$ cat config.mk
export PLATFORM = sky130hd
export DESIGN_NAME = splf_video_stage
export DESIGN_NICKNAME = d
export VERILOG_FILES = /design/src/rtl/splf_pkg.sv /design/src/rtl/splf_dither_duty_unit.sv /design/src/rtl/splf_apb_regs.sv /design/src/rtl/splf_video_stage.sv
export VERILOG_INCLUDE_DIRS = /design/src /design/src/rtl
export SDC_FILE = /design/constraint.sdc
export NUM_CORES = 1
export LEC_CHECK = 0
export BUFFER_PORTS_ARGS = -buffer_cell sky130_fd_sc_hd__buf_2
export CORE_UTILIZATION = 50
export DETAILED_ROUTE_END_ITERATION = 12
export GPL_ROUTABILITY_DRIVEN = 1
export GPL_TIMING_DRIVEN = 0
export PLACE_DENSITY = 0.68
export SYNTH_ARGS = -nofsm -noshare
export SYNTH_HDL_FRONTEND = slang
export SYNTH_HIERARCHICAL = 1
export SYNTH_SLANG_ARGS = --single-unit
export TNS_END_PERCENT = 100
$ cat constraint.sdc
create_clock -name clk -period 29.9 [get_ports clk]
set_input_delay 4.485 -clock clk [delete_from_list [all_inputs] [get_ports clk]]
set_output_delay 4.485 -clock clk [all_outputs]
set_load 0.005 [all_outputs]
$ cat src/rtl/splf_defines.svh
// Register offsets, field positions, reset values and lane counts
// for the STN pixel stage.
// Assumes inclusion by bare name from files under rtl/.
`ifndef SPLF_DEFINES_SVH
`define SPLF_DEFINES_SVH

// ----------------------------------------------------------------
// Register offsets (byte addresses, one word each)
// ----------------------------------------------------------------
`define SPLF_OFF_RED 8'h00
`define SPLF_OFF_GREEN 8'h04
`define SPLF_OFF_BLUE 8'h08
`define SPLF_OFF_CTRL 8'h0c
`define SPLF_OFF_STATUS 8'h10

// ----------------------------------------------------------------
// Field positions
// ----------------------------------------------------------------
`define SPLF_CTRL_EN_BIT 0
`define SPLF_CTRL_MODE_LSB 1
`define SPLF_CTRL_MODE_MSB 3
`define SPLF_CTRL_SCAN_LSB 4
`define SPLF_CTRL_SCAN_MSB 5
`define SPLF_STAT_UNDERRUN_BIT 4

// ----------------------------------------------------------------
// Reset values
// ----------------------------------------------------------------
`define SPLF_RED_RESET 32'h00000000
`define SPLF_GREEN_RESET 32'h00000000
`define SPLF_BLUE_RESET 16'h0000

// ----------------------------------------------------------------
// Word and lane sizes
// ----------------------------------------------------------------
`define SPLF_WORD_END 6'h20
`define SPLF_LANES_NARROW 4'h4
`define SPLF_LANES_WIDE 4'h8

`endif

$ cat src/rtl/splf_pkg.sv
// Types shared by the STN pixel stage: modes, scan types, states
// and the packed state carriers of the register slave and the video stage.
// Assumes splf_defines.svh is available for the constants.
package splf_pkg;

    typedef enum logic [2:0] {
        SPLF_MONO = 3'h0,
        SPLF_GRAY4 = 3'h1,
        SPLF_GRAY16 = 3'h2,
        SPLF_C256 = 3'h3,
        SPLF_C4096 = 3'h4
    } splf_mode_t;

    typedef enum logic [1:0] {
        SPLF_DUAL4 = 2'h0,
        SPLF_SINGLE4 = 2'h1,
        SPLF_SINGLE8 = 2'h2
    } splf_scan_t;

    typedef enum logic [1:0] {
        SPLF_BUS_IDLE = 2'b01,
        SPLF_BUS_ANSWER = 2'b10
    } splf_bus_state_t;

    typedef struct packed {
        logic valid;
        logic [31:0] word;
    } splf_fifo_word_t;

    typedef struct packed {
        logic [31:0] red;
        logic [31:0] green;
        logic [15:0] blue;
        logic enable;
        splf_mode_t mode;
        splf_scan_t scan;
    } splf_cfg_t;

    typedef struct packed {
        splf_bus_state_t state;
        splf_cfg_t cfg;
        logic underrun;
        logic pready;
        logic pslverr;
        logic [31:0] prdata;
    } splf_bus_regs_t;

    typedef struct packed {
        logic [31:0] word;
        logic have;
        logic [4:0] pos;
        logic [1:0] comp;
        logic [3:0] seq;
        logic [7:0] stg;
        logic [3:0] cnt;
        logic ready;
    } splf_half_t;

    typedef struct packed {
        logic [1:0] vclk_sync;
        logic vclk_last;
        logic [1:0] fs_sync;
        logic fs_last;
        logic [3:0] frame;
        splf_half_t [1:0] half;
        logic [7:0] data;
        logic underrun_pulse;
    } splf_stage_t;

endpackage

$ cat src/rtl/splf_dither_duty_unit.sv
// Frame duty control for one sub-pixel: gray level, frame count and
// a dither offset in, pixel on or off out. Purely combinational.
// Assumes its inputs come from registers on the same clock.
`timescale 1ns/1ps
module splf_dither_duty_unit import splf_pkg::*; (
    input wire logic [3:0] level,
    input wire logic [3:0] frame,
    input wire logic [3:0] offset,
    output logic pixel_on
);

    logic [3:0] num;
    logic [3:0] per;
    logic [4:0] phase_sum;
    logic [4:0] phase;
    logic [7:0] spread;
    logic [7:0] spread_rem;

    // ------------------------------------------------------------
    // Duty table
    // ------------------------------------------------------------
    // on-frames per period
    always_comb begin
        num = 4'h0;
        per = 4'h1;
        case (level)
            4'hf: {num, per} = 8'h11;
            4'he: {num, per} = 8'h67;
            4'hd: {num, per} = 8'h45;
            4'hc: {num, per} = 8'h34;
            4'hb: {num, per} = 8'h57;
            4'ha: {num, per} = 8'h23;
            4'h9: {num, per} = 8'h35;
            4'h8: {num, per} = 8'h47;
            4'h7: {num, per} = 8'h12;
            4'h6: {num, per} = 8'h37;
            4'h5: {num, per} = 8'h25;
            4'h4: {num, per} = 8'h13;
            4'h3: {num, per} = 8'h14;
            4'h2: {num, per} = 8'h15;
            4'h1: {num, per} = 8'h17;
            default: {num, per} = 8'h01;
        endcase
    end

    // ------------------------------------------------------------
    // Phase and spreading
    // ------------------------------------------------------------
    // frame phase selects on or off
    assign phase_sum = {1'b0, frame} + {1'b0, offset};
    assign phase = phase_sum % {1'b0, per};
    assign spread = {3'h0, phase} * {4'h0, num};
    assign spread_rem = spread % {4'h0, per};
    assign pixel_on = (spread_rem < {4'h0, num});

endmodule

$ cat src/rtl/splf_apb_regs.sv
// APB register slave for the STN pixel stage: level tables, control
// and status. One wait state on every access.
// Assumes an APB master on clk and a stage that reports its events.
`timescale 1ns/1ps
`include "splf_defines.svh"
module splf_apb_regs import splf_pkg::*; (
    input wire logic clk,
    input wire logic reset_n,
    input wire logic psel,
    input wire logic penable,
    input wire logic pwrite,
    input wire logic [7:0] paddr,
    input wire logic [31:0] pwdata,
    output logic [31:0] prdata,
    output logic pready,
    output logic pslverr,
    output splf_cfg_t cfg,
    input wire logic [3:0] frame_count,
    input wire logic underrun_event
);

    splf_bus_regs_t r;
    splf_bus_regs_t next_r;
    logic mapped;
    logic [31:0] rd_word;

    // ------------------------------------------------------------
    // Decode
    // ------------------------------------------------------------
    always_comb begin
        mapped = 1'b1;
        rd_word = 32'h00000000;
        case (paddr)
            `SPLF_OFF_RED: rd_word = r.cfg.red;
            `SPLF_OFF_GREEN: rd_word = r.cfg.green;
            `SPLF_OFF_BLUE: rd_word = {16'h0000, r.cfg.blue};
            `SPLF_OFF_CTRL: rd_word = {26'h0, r.cfg.scan, r.cfg.mode,
                                       r.cfg.enable};
            `SPLF_OFF_STATUS: rd_word = {27'h0, r.underrun, frame_count};
            default: mapped = 1'b0;
        endcase
    end

    // ------------------------------------------------------------
    // Next state
    // ------------------------------------------------------------
    always_comb begin
        next_r = r;
        next_r.pready = 1'b0;
        next_r.pslverr = 1'b0;
        case (r.state)
            SPLF_BUS_IDLE: begin
                if (psel && penable) begin
                    next_r.state = SPLF_BUS_ANSWER;
                    next_r.pready = 1'b1;
                    next_r.pslverr = ~mapped;
                    next_r.prdata = pwrite ? 32'h00000000 : rd_word;
                end
            end
            SPLF_BUS_ANSWER: begin
                next_r.state = SPLF_BUS_IDLE;
                if (psel && penable && pwrite && mapped) begin
                    case (paddr)
                        `SPLF_OFF_RED: next_r.cfg.red = pwdata;
                        `SPLF_OFF_GREEN: next_r.cfg.green = pwdata;
                        `SPLF_OFF_BLUE: next_r.cfg.blue = pwdata[15:0];
                        `SPLF_OFF_CTRL: begin
                            next_r.cfg.enable = pwdata[`SPLF_CTRL_EN_BIT];
                            next_r.cfg.mode = splf_mode_t'(
                                pwdata[`SPLF_CTRL_MODE_MSB:`SPLF_CTRL_MODE_LSB]);
                            next_r.cfg.scan = splf_scan_t'(
                                pwdata[`SPLF_CTRL_SCAN_MSB:`SPLF_CTRL_SCAN_LSB]);
                        end
                        `SPLF_OFF_STATUS: begin
                            if (pwdata[`SPLF_STAT_UNDERRUN_BIT]) begin
                                next_r.underrun = 1'b0;
                            end
                        end
                        default: begin
                        end
                    endcase
                end
            end
            default: next_r.state = SPLF_BUS_IDLE;
        endcase
        // Set after clear so a same-cycle event survives
        if (underrun_event) begin
            next_r.underrun = 1'b1;
        end
    end

    always_ff @(posedge clk or negedge reset_n) begin
        if (!reset_n) begin
            r.state <= SPLF_BUS_IDLE;
            r.cfg.red <= `SPLF_RED_RESET;
            r.cfg.green <= `SPLF_GREEN_RESET;
            r.cfg.blue <= `SPLF_BLUE_RESET;
            r.cfg.enable <= 1'b0;
            r.cfg.mode <= SPLF_MONO;
            r.cfg.scan <= SPLF_DUAL4;
            r.underrun <= 1'b0;
            r.pready <= 1'b0;
            r.pslverr <= 1'b0;
            r.prdata <= 32'h00000000;
        end else begin
            r <= next_r;
        end
    end

    assign prdata = r.prdata;
    assign pready = r.pready;
    assign pslverr = r.pslverr;
    assign cfg = r.cfg;

endmodule

$ cat src/rtl/splf_video_stage.sv
// Top of the STN pixel stage: unpacks FIFO words, maps them through
// the level tables, applies frame duty control and packs the result
// onto the 8-bit panel bus. Holds the APB slave and duty units.
// Assumes panel_vclk and frame_sync arrive from another domain and
// that the FIFOs present words with a valid flag on clk.
`timescale 1ns/1ps
`include "splf_defines.svh"
module splf_video_stage import splf_pkg::*; (
    input wire logic clk,
    input wire logic reset_n,
    input wire logic psel,
    input wire logic penable,
    input wire logic pwrite,
    input wire logic [7:0] paddr,
    input wire logic [31:0] pwdata,
    output logic [31:0] prdata,
    output logic pready,
    output logic pslverr,
    input wire logic panel_vclk,
    input wire logic frame_sync,
    input wire splf_fifo_word_t upper_pixel_fifo,
    output logic upper_pixel_fifo_ready,
    input wire splf_fifo_word_t lower_pixel_fifo,
    output logic lower_pixel_fifo_ready,
    output logic [7:0] panel_data_out
);

    splf_stage_t st;
    splf_stage_t next_st;
    splf_cfg_t cfg;
    logic [3:0] level [2];
    logic on_bit [2];
    logic fifo_valid [2];
    logic [31:0] fifo_word [2];

    // ------------------------------------------------------------
    // Register slave
    // ------------------------------------------------------------
    splf_apb_regs u_regs (
        .clk(clk),
        .reset_n(reset_n),
        .psel(psel),
        .penable(penable),
        .pwrite(pwrite),
        .paddr(paddr),
        .pwdata(pwdata),
        .prdata(prdata),
        .pready(pready),
        .pslverr(pslverr),
        .cfg(cfg),
        .frame_count(st.frame),
        .underrun_event(st.underrun_pulse)
    );

    // ------------------------------------------------------------
    // Pixel decode helpers
    // ------------------------------------------------------------
    function automatic logic [7:0] top_byte(input splf_half_t hs);
        logic [31:0] shifted;
        shifted = hs.word << hs.pos;
        return shifted[31:24];
    endfunction

    function automatic logic [3:0] decode_level(input splf_half_t hs,
                                                input splf_cfg_t c);
        logic [7:0] b;
        b = top_byte(hs);
        case (c.mode)
            SPLF_GRAY4: decode_level = c.blue[{b[7:6], 2'b00} +: 4];
            SPLF_GRAY16: decode_level = b[7:4];
            SPLF_C4096: decode_level = b[7:4];
            SPLF_C256: begin
                case (hs.comp)
                    2'h0: decode_level = c.red[{b[7:5], 2'b00} +: 4];
                    2'h1: decode_level = c.green[{b[4:2], 2'b00} +: 4];
                    default: decode_level = c.blue[{b[1:0], 2'b00} +: 4];
                endcase
            end
            default: decode_level = 4'h0;
        endcase
    endfunction

    function automatic logic [5:0] step_bits(input splf_half_t hs,
                                             input splf_mode_t m);
        case (m)
            SPLF_MONO: step_bits = 6'h01;
            SPLF_GRAY4: step_bits = 6'h02;
            SPLF_GRAY16: step_bits = 6'h04;
            SPLF_C4096: step_bits = 6'h04;
            SPLF_C256: step_bits = (hs.comp == 2'h2) ? 6'h08 : 6'h00;
            default: step_bits = 6'h01;
        endcase
    endfunction

    assign fifo_valid[0] = upper_pixel_fifo.valid;
    assign fifo_valid[1] = lower_pixel_fifo.valid;
    assign fifo_word[0] = upper_pixel_fifo.word;
    assign fifo_word[1] = lower_pixel_fifo.word;

    // ------------------------------------------------------------
    // Duty units, one per panel half
    // ------------------------------------------------------------
    for (genvar h = 0; h < 2; h++) begin : g_half
        assign level[h] = decode_level(st.half[h], cfg);
        splf_dither_duty_unit u_duty (
            .level(level[h]),
            .frame(st.frame),
            .offset(st.half[h].seq),
            .pixel_on(on_bit[h])
        );
    end

    // ------------------------------------------------------------
    // Next state
    // ------------------------------------------------------------
    always_comb begin
        logic vclk_fall;
        logic fs_rise;
        logic dual;
        logic active;
        logic out_bit;
        logic filled;
        logic [3:0] need;
        logic [5:0] psum;
        splf_half_t hs;
        logic [7:0] raw;
        vclk_fall = 1'b0;
        fs_rise = 1'b0;
        dual = 1'b0;
        active = 1'b0;
        out_bit = 1'b0;
        filled = 1'b0;
        need = `SPLF_LANES_NARROW;
        psum = 6'h00;
        hs = '0;
        raw = 8'h00;

        next_st = st;
        next_st.underrun_pulse = 1'b0;
        // Only the second stage is read: first may be metastable
        next_st.vclk_sync = {st.vclk_sync[0], panel_vclk};
        next_st.vclk_last = st.vclk_sync[1];
        next_st.fs_sync = {st.fs_sync[0], frame_sync};
        next_st.fs_last = st.fs_sync[1];
        vclk_fall = st.vclk_last & ~st.vclk_sync[1];
        fs_rise = st.fs_sync[1] & ~st.fs_last;

        if (fs_rise) begin
            next_st.frame = st.frame + 4'h1;
        end

        // lanes per pixel clock by scan type
        dual = (cfg.scan == SPLF_DUAL4);
        need = (cfg.scan == SPLF_SINGLE8) ? `SPLF_LANES_WIDE
                                          : `SPLF_LANES_NARROW;

        if (!cfg.enable) begin
            next_st.half = '0;
            // Blank only on a link fall so data keeps its hold time
            if (vclk_fall) begin
                next_st.data = 8'h00;
            end
        end else begin
            for (int h = 0; h < 2; h++) begin
                hs = st.half[h];
                // lower FIFO only in dual scan
                active = (h == 0) || dual;
                next_st.half[h].ready = active && !hs.have && !hs.ready;
                if (hs.ready && fifo_valid[h] && !hs.have) begin
                    next_st.half[h].word = fifo_word[h];
                    next_st.half[h].have = 1'b1;
                    next_st.half[h].pos = 5'h00;
                    next_st.half[h].comp = 2'h0;
                end else if (hs.have && (hs.cnt < need) && !vclk_fall) begin
                    // mono takes raw bits, no duty
                    raw = top_byte(hs);
                    out_bit = (cfg.mode == SPLF_MONO) ? raw[7] : on_bit[h];
                    next_st.half[h].stg = {hs.stg[6:0], out_bit};
                    next_st.half[h].cnt = hs.cnt + 4'h1;
                    next_st.half[h].seq = hs.seq + 4'h1;
                    if (cfg.mode == SPLF_C256) begin
                        next_st.half[h].comp = (hs.comp == 2'h2) ? 2'h0
                                              : hs.comp + 2'h1;
                    end
                    psum = {1'b0, hs.pos} + step_bits(hs, cfg.mode);
                    if (psum == `SPLF_WORD_END) begin
                        next_st.half[h].have = 1'b0;
                        next_st.half[h].pos = 5'h00;
                    end else begin
                        next_st.half[h].pos = psum[4:0];
                    end
                end
            end

            if (vclk_fall) begin
                filled = (st.half[0].cnt >= need) &&
                         (!dual || (st.half[1].cnt >= need));
                if (filled) begin
                    next_st.half[0].cnt = 4'h0;
                    next_st.half[1].cnt = 4'h0;
                    case (cfg.scan)
                        // upper half high, lower half low
                        SPLF_DUAL4: next_st.data = {st.half[0].stg[3:0],
                                                    st.half[1].stg[3:0]};
                        // low four lines, high lines idle
                        SPLF_SINGLE4: next_st.data = {4'h0,
                                                      st.half[0].stg[3:0]};
                        SPLF_SINGLE8: next_st.data = st.half[0].stg;
                        default: next_st.data = 8'h00;
                    endcase
                end else begin
                    // Starved lanes keep old data; flagged to software
                    next_st.underrun_pulse = 1'b1;
                end
            end
        end
    end

    // ------------------------------------------------------------
    // State register
    // ------------------------------------------------------------
    always_ff @(posedge clk or negedge reset_n) begin
        if (!reset_n) begin
            st <= '0;
        end else begin
            st <= next_st;
        end
    end

    assign upper_pixel_fifo_ready = st.half[0].ready;
    assign lower_pixel_fifo_ready = st.half[1].ready;
    assign panel_data_out = st.data;

endmodule

Word level (Yosys, flattened, before mapping)
Memory sizes are Yosys's and may differ from the RTL's. Index checks and enable logic that the tools add are counted. Widths: inputs -> output; s select.

Register bits after elaboration: 255. Bits in read-only memories: 192. Input bits: 113. Memories: 2.

Memory list: (no name shown) (words 16, width 6, read ports 1, clocked after Yosys merged registers in 0, wr ports 0, RTL line splf_dither_duty_unit.sv:26) `case (level)`; (no name shown) (words 16, width 6, read ports 1, clocked after Yosys merged registers in 0, wr ports 0, RTL line splf_dither_duty_unit.sv:26).

$add $sub $neg: 11. $mul: 2. Div/mod/pow operators: 4. Order comparisons: 6. Equality and inequality tests: 32. Shift-type cells: 10. Mux-type cells: 56. Bitwise logic cells: 5. Reductions and logical operators: 46.

Operator list (count): $pmux 32 s5 (1); $shiftx 32x6->4 (4); $mux 122 (1); $mux 32 (3); $mux 34 (2); $shiftx 16x5->4 (4); $shl 32x5->32 (2); $mux 24 (2); $pmux 4 s3 (4); $mux 6 (6); $mux 16 (2); $mux 8 (4); $mux 4 (7); $pmux 8 s3 (1); $add 4x1->4 const B (5); $ne 3x3->1 const B (6); $eq 8x4->1 const B (2); $lt 8x4->1 (2); $mod 8x4->8 (2); $mul 5x4->8 (2); $pmux 4 s2 (2); $reduce_and 2->1 (8); $logic_and 1x1->1 (15); $ne 2x2->1 const B (7); 31 further kinds (78).

Depth between registers and ports, before layout
Depth in word-level cells: 16. Depth in mapped cells: 125. Gate-level depth less buffers: 119.

Modules after synthesis
The synthesis kept the hierarchy.

Modules (own cells, without submodules): splf_video_stage (times used 1, cells an instance 1113, area an instance 10749.1 sq um, seq. area each 3228.1 sq um); splf_apb_regs (times used 1, cells an instance 493, area an instance 6087.1 sq um, seq. area each 3079.2 sq um); splf_dither_duty_unit at g_half[1].u_duty (times used 1, cells an instance 430, area an instance 3268.1 sq um, seq. area each 0.0 sq um); splf_dither_duty_unit at g_half[0].u_duty (times used 1, cells an instance 424, area an instance 3158.0 sq um, seq. area each 0.0 sq um).

Worst setup path after synthesis
Ideal clock, no wire load.

Path type: register to register. Start: reg st[85] (netlist bit). End: reg st[71] (netlist bit). Setup time: 73 ps. Arrival time: 21922 ps. Data required time: 29827 ps. Path slack: 7906 ps. Cell stages (with the launch flop): 115. Path buffers: 6. Period minus slack after synthesis: 21994 ps. Path through: dfrtp_1 > buf_6 > buf_4 > buf_2 > mux2_2 > or3_1 > a41o_1 > nor2_4 > nand2_1 > a41oi_1 > nand4_1 > a32oi_1 > clkbuf_1 > nand3_1 > o21a_1 > inv_1 > ha_1 > nand2b_1 > (+79 left out) > a21oi_1 > inv_1 > ha_1 > nand2_1 > nand2_1 > a21o_1 > a2111oi_4 > a21oi_2 > nor2_4 > mux2_1 > ha_1 > a221oi_1 > o21ai_1 > a311oi_1 > nor2_1 > a211oi_1 > a21oi_1 > nor2b_1.

RTL lines: start, declared (RTL line splf_video_stage.sv:28) `splf_stage_t st;`; start signal, assigned (RTL line splf_video_stage.sv:226) `st <= next_st;`.

==> results.yml <==
outcome:
  status: "completed"
drt:
  drt-pass1-iter-count: 8
  drt-initial-drc-count: 1149
  ant_nets: 0
  wl_per_cell_um: 19.57
  via_per_inst: 5.956
  routed_wl_um: 63890
  route.detailed.drc: 0
  vias: 19440
sta:
  layout_setup_ws_ns: 3.677
  tns_ns: 0
  holdWs_ns: 0.3481
  grt_setup_unrepaired: "false"
  max-slew-margin-rel_pct: 28.30
  period_minus_slack_ns: 26.22
  period_share_pct: 87.70
  hold_violations: 0
  setup_violations: 0
  worst_pin_slew_ns: 1.066
  fin_skew_ns: 0.01965
  max_freq_mhz: 38.13
  report.final.slew_viol_count: 0
power:
  power.share.clock_pct: 33.4
  net-switching-power_w: 0.0003318
  swShare_pct: 33.57
  total_power_w: 0.0009882
  ir_worst_vdd_mv: 0.04568
  p_int_w: 0.0006564
  p_leak_nw: 11.76
  p_per_area_nw_per_um2: 38.41
  comb_power_share_pct: 30.9
  p_seq_share_pct: 35.7
placement:
  routabilityCongestion: 0.9366
  dpl_worst_slack_ns: 3.891
  dp_hpwl_um: 50320
  port_buffers: 156
layout:
  multi_input_area_um2: 14940
  ff_latch_area_um2: 6307
  area_delta_synth_final_pct: 10.59
  postLayoutCoreUtil_pct: 56.32
  fin_nets: 2910
  drive_gt1_share_pct: 23.72
  n_fill_cell: 4107
  diodes: 0
clocking:
  cts_resized: 0
  cts_sinks: 252
  h-tree-depth: 1
  tritoncts: "done"
  clock_latency_ns: 0.55
  cts_buffers: 26
  clock_path_buffers: 3
  cts_root_buf: "clkbuf_16"
  cts_setup_buffers: 0
  clkTransAtPathRegs_ns: 0.06
  cts_hold_buf: 0
yosys:
  synth.cell_area_um2: 23260
  seq_area_frac_synth_pct: 27.11
  yosysTopAreaCell: "dfrtp_1"
  ys_types: 125
  avgSynthCellArea_um2: 9.456
  synth_top_area_share_pct: 27.00
  syn_inst: 2460
  synth.top_cells.by_area: "dfrtp_1, mux2i_1, ha_1, mux2_2, mux4_2"
  synth_edf_count: 0
  synthArstFlopShare_pct: 100.0
  synth_seq_cells: 252
  synth-main-ff-cell: "dfrtp_1"
  yosysWarnings: 6
  synth_fp_nets: 2724
job:
  cap_violations: 0
global_route:
  grt_usage_pct: 27.07
  grtUsageMet2_pct: 47.48
  grt_pass1_vias: 19370
  antenna_found_initial: 0
  grt_max_degree: 108
  met3_usage_pct: 2.022
  overflow: 0
  grtUsageMet1_pct: 35.84
  grt_busiest_layer: "met2"
  grt_pass1_wl_um: 103400
die:
  io_pins: 157
  die-height_um: 217.7
  initial_core_util_pct: 50.93
  core_area_um2: 45670
  rows: 78
  dieArea_um2: 47390
  die_x_um: 217.7
worst_setup_path:
  crit_top_cell: "ha_1"
  crit_end: "st[71]"
  slowest_delay_ns: 0.74
  crit_path_start: "st[85]"
  worst-endpoint-arrival_ns: 26.69
  reg2reg_slack_ns: 3.68
  path_class: "reg -> reg"
  r2r_start: "st[85]"
  crit_fanout: 11
  start_kind: "flop"
  rr_endpoint: "st[71]"
  worstPathRequired_ns: 30.37
  cp_slowest_cell: "mux2i_1"
  worstSetupEndpointType: "flop"
  reg2regPathDepth: 116
worst_hold_path:
  hp-class: "reg -> reg"
synth_stat cells (26+ instances only):
cell and number:
nand2_1 307, dfrtp_1 251, mux2i_1 175, buf_4 138, ha_1 137, nor2_1 122
mux2_2 113, inv_1 98, o21ai_0 89, a21oi_1 85, a21boi_0 84, clkbuf_1 61
mux4_2 53, nand2b_1 41, nand3_1 39, nor3_1 35, nor2b_1 33, xnor2_1 33
a22oi_1 32, o21a_1 32, and2_1 26, xor2_1 26
routing by layer:
layer	wire length [um]	vias up
met5	0	-
met1	28140	9662
met3	2457	90
met4	1451	0
li1	-	9211
met2	31840	479
placed cells by master (no fill, tap or decap), drive strengths merged, types with 14 or more instances in the layout:
cell    Yosys  final
dfrtp     251    251
a21o       20     20
mux4       65     65
a21oi      88     88
a22oi      32     32
nor3       38     38
mux2i     176    176
xor2       26     26
and2       28     28
o211ai     19     19
clkbuf     63    102
fa         14     14
o21a       32     32
nand2b     42     42
o31ai      16     16
inv       101    101
or2        26     26
a22o       18     18
nand4      18     18
a21boi     85     85
a211oi     22     22
nand3      40     40
ha        137    137
nand2     307    307
o21ai     100    100
or3        14     14
nor2      125    125
nor2b      33     33
xnor2      33     33
mux2      124    124
buf       180    338
critical path, delay by kind of cell (launching register included):
kind / cells / cell delay, ns
AOI/OAI and AO/OA: 41 / 9.54
and+or+nand+nor: 37 / 6.03
adders and majority gates: 18 / 5.71
muxes: 7 / 2.73
buffers and inverters: 13 / 1.75
DFF: 1 / 0.37
worst min path at each step:
stage	cells past startpoint	end	startpoint
after floorplan	0	next_st[127]	next_st[129]
after detailed placement	0	next_st[130]	next_st[132]
after CTS	0	next_st[127]	next_st[129]
final	0	next_st[127]	next_st[129]
after global placement	0	next_st[127]	next_st[129]
after global routing	0	next_st[127]	next_st[129]
power by group through the flow:
stage                     combinational (W)  sequential [W]  clock [W]
final                              0.000306        0.000352   0.000330
after global routing               0.000352        0.000352   0.000349
after CTS                          0.000304        0.000352   0.000337
after detailed placement           0.000303        0.000359          0
after global placement             0.000287        0.000358          0
after floorplan                    0.000230        0.000355          0
flip-flops by register name (all words and copies together), names as in the netlist:
| name | flops |
|---|---|
| upper_pixel_fifo_ready | 1 |
| u_regs/pslverr | 1 |
| st | 115 |
| panel_data_out | 8 |
| u_regs/prdata | 32 |
| u_regs/cfg | 86 |
| lower_pixel_fifo_ready | 1 |
| u_regs/r | 3 |
| u_regs/pready | 1 |
| next_st | 4 |
cell type report:
type,instances,share of cell area [%]
Sequential cell,252,24.52
Timing Repair Buffer,158,3.288
Clock buffer,39,3.113
Tap cell,600,2.918
Multi-Input combinational cell,1863,58.06
Inverter,102,1.488
Clock inverter,7,0.2529
Buffer,243,6.357
kinds of logic (layout without fill, tap and decap cells):
kind of cell / Yosys count / after routing / synth area share [%]
and+or+nand+nor: 736 / 736 / 15.70
AOI/OAI and AO/OA: 549 / 549 / 17.38
muxes: 365 / 365 / 20.21
buffers and inverters: 345 / 549 / 8.676
DFF: 252 / 252 / 27.11
adders and majority gates: 154 / 154 / 8.703
xor gates and xnor gates: 59 / 59 / 2.221
per-stage QoR:
step	instance area, um^2	instances
after CTS	25720	3264
final	25720	3264
after global routing	25720	3264
after floorplan	23260	2460
after global placement	24790	3216
after detailed placement	24860	3218
No activity file was read; power rests on OpenSTA's default activity.
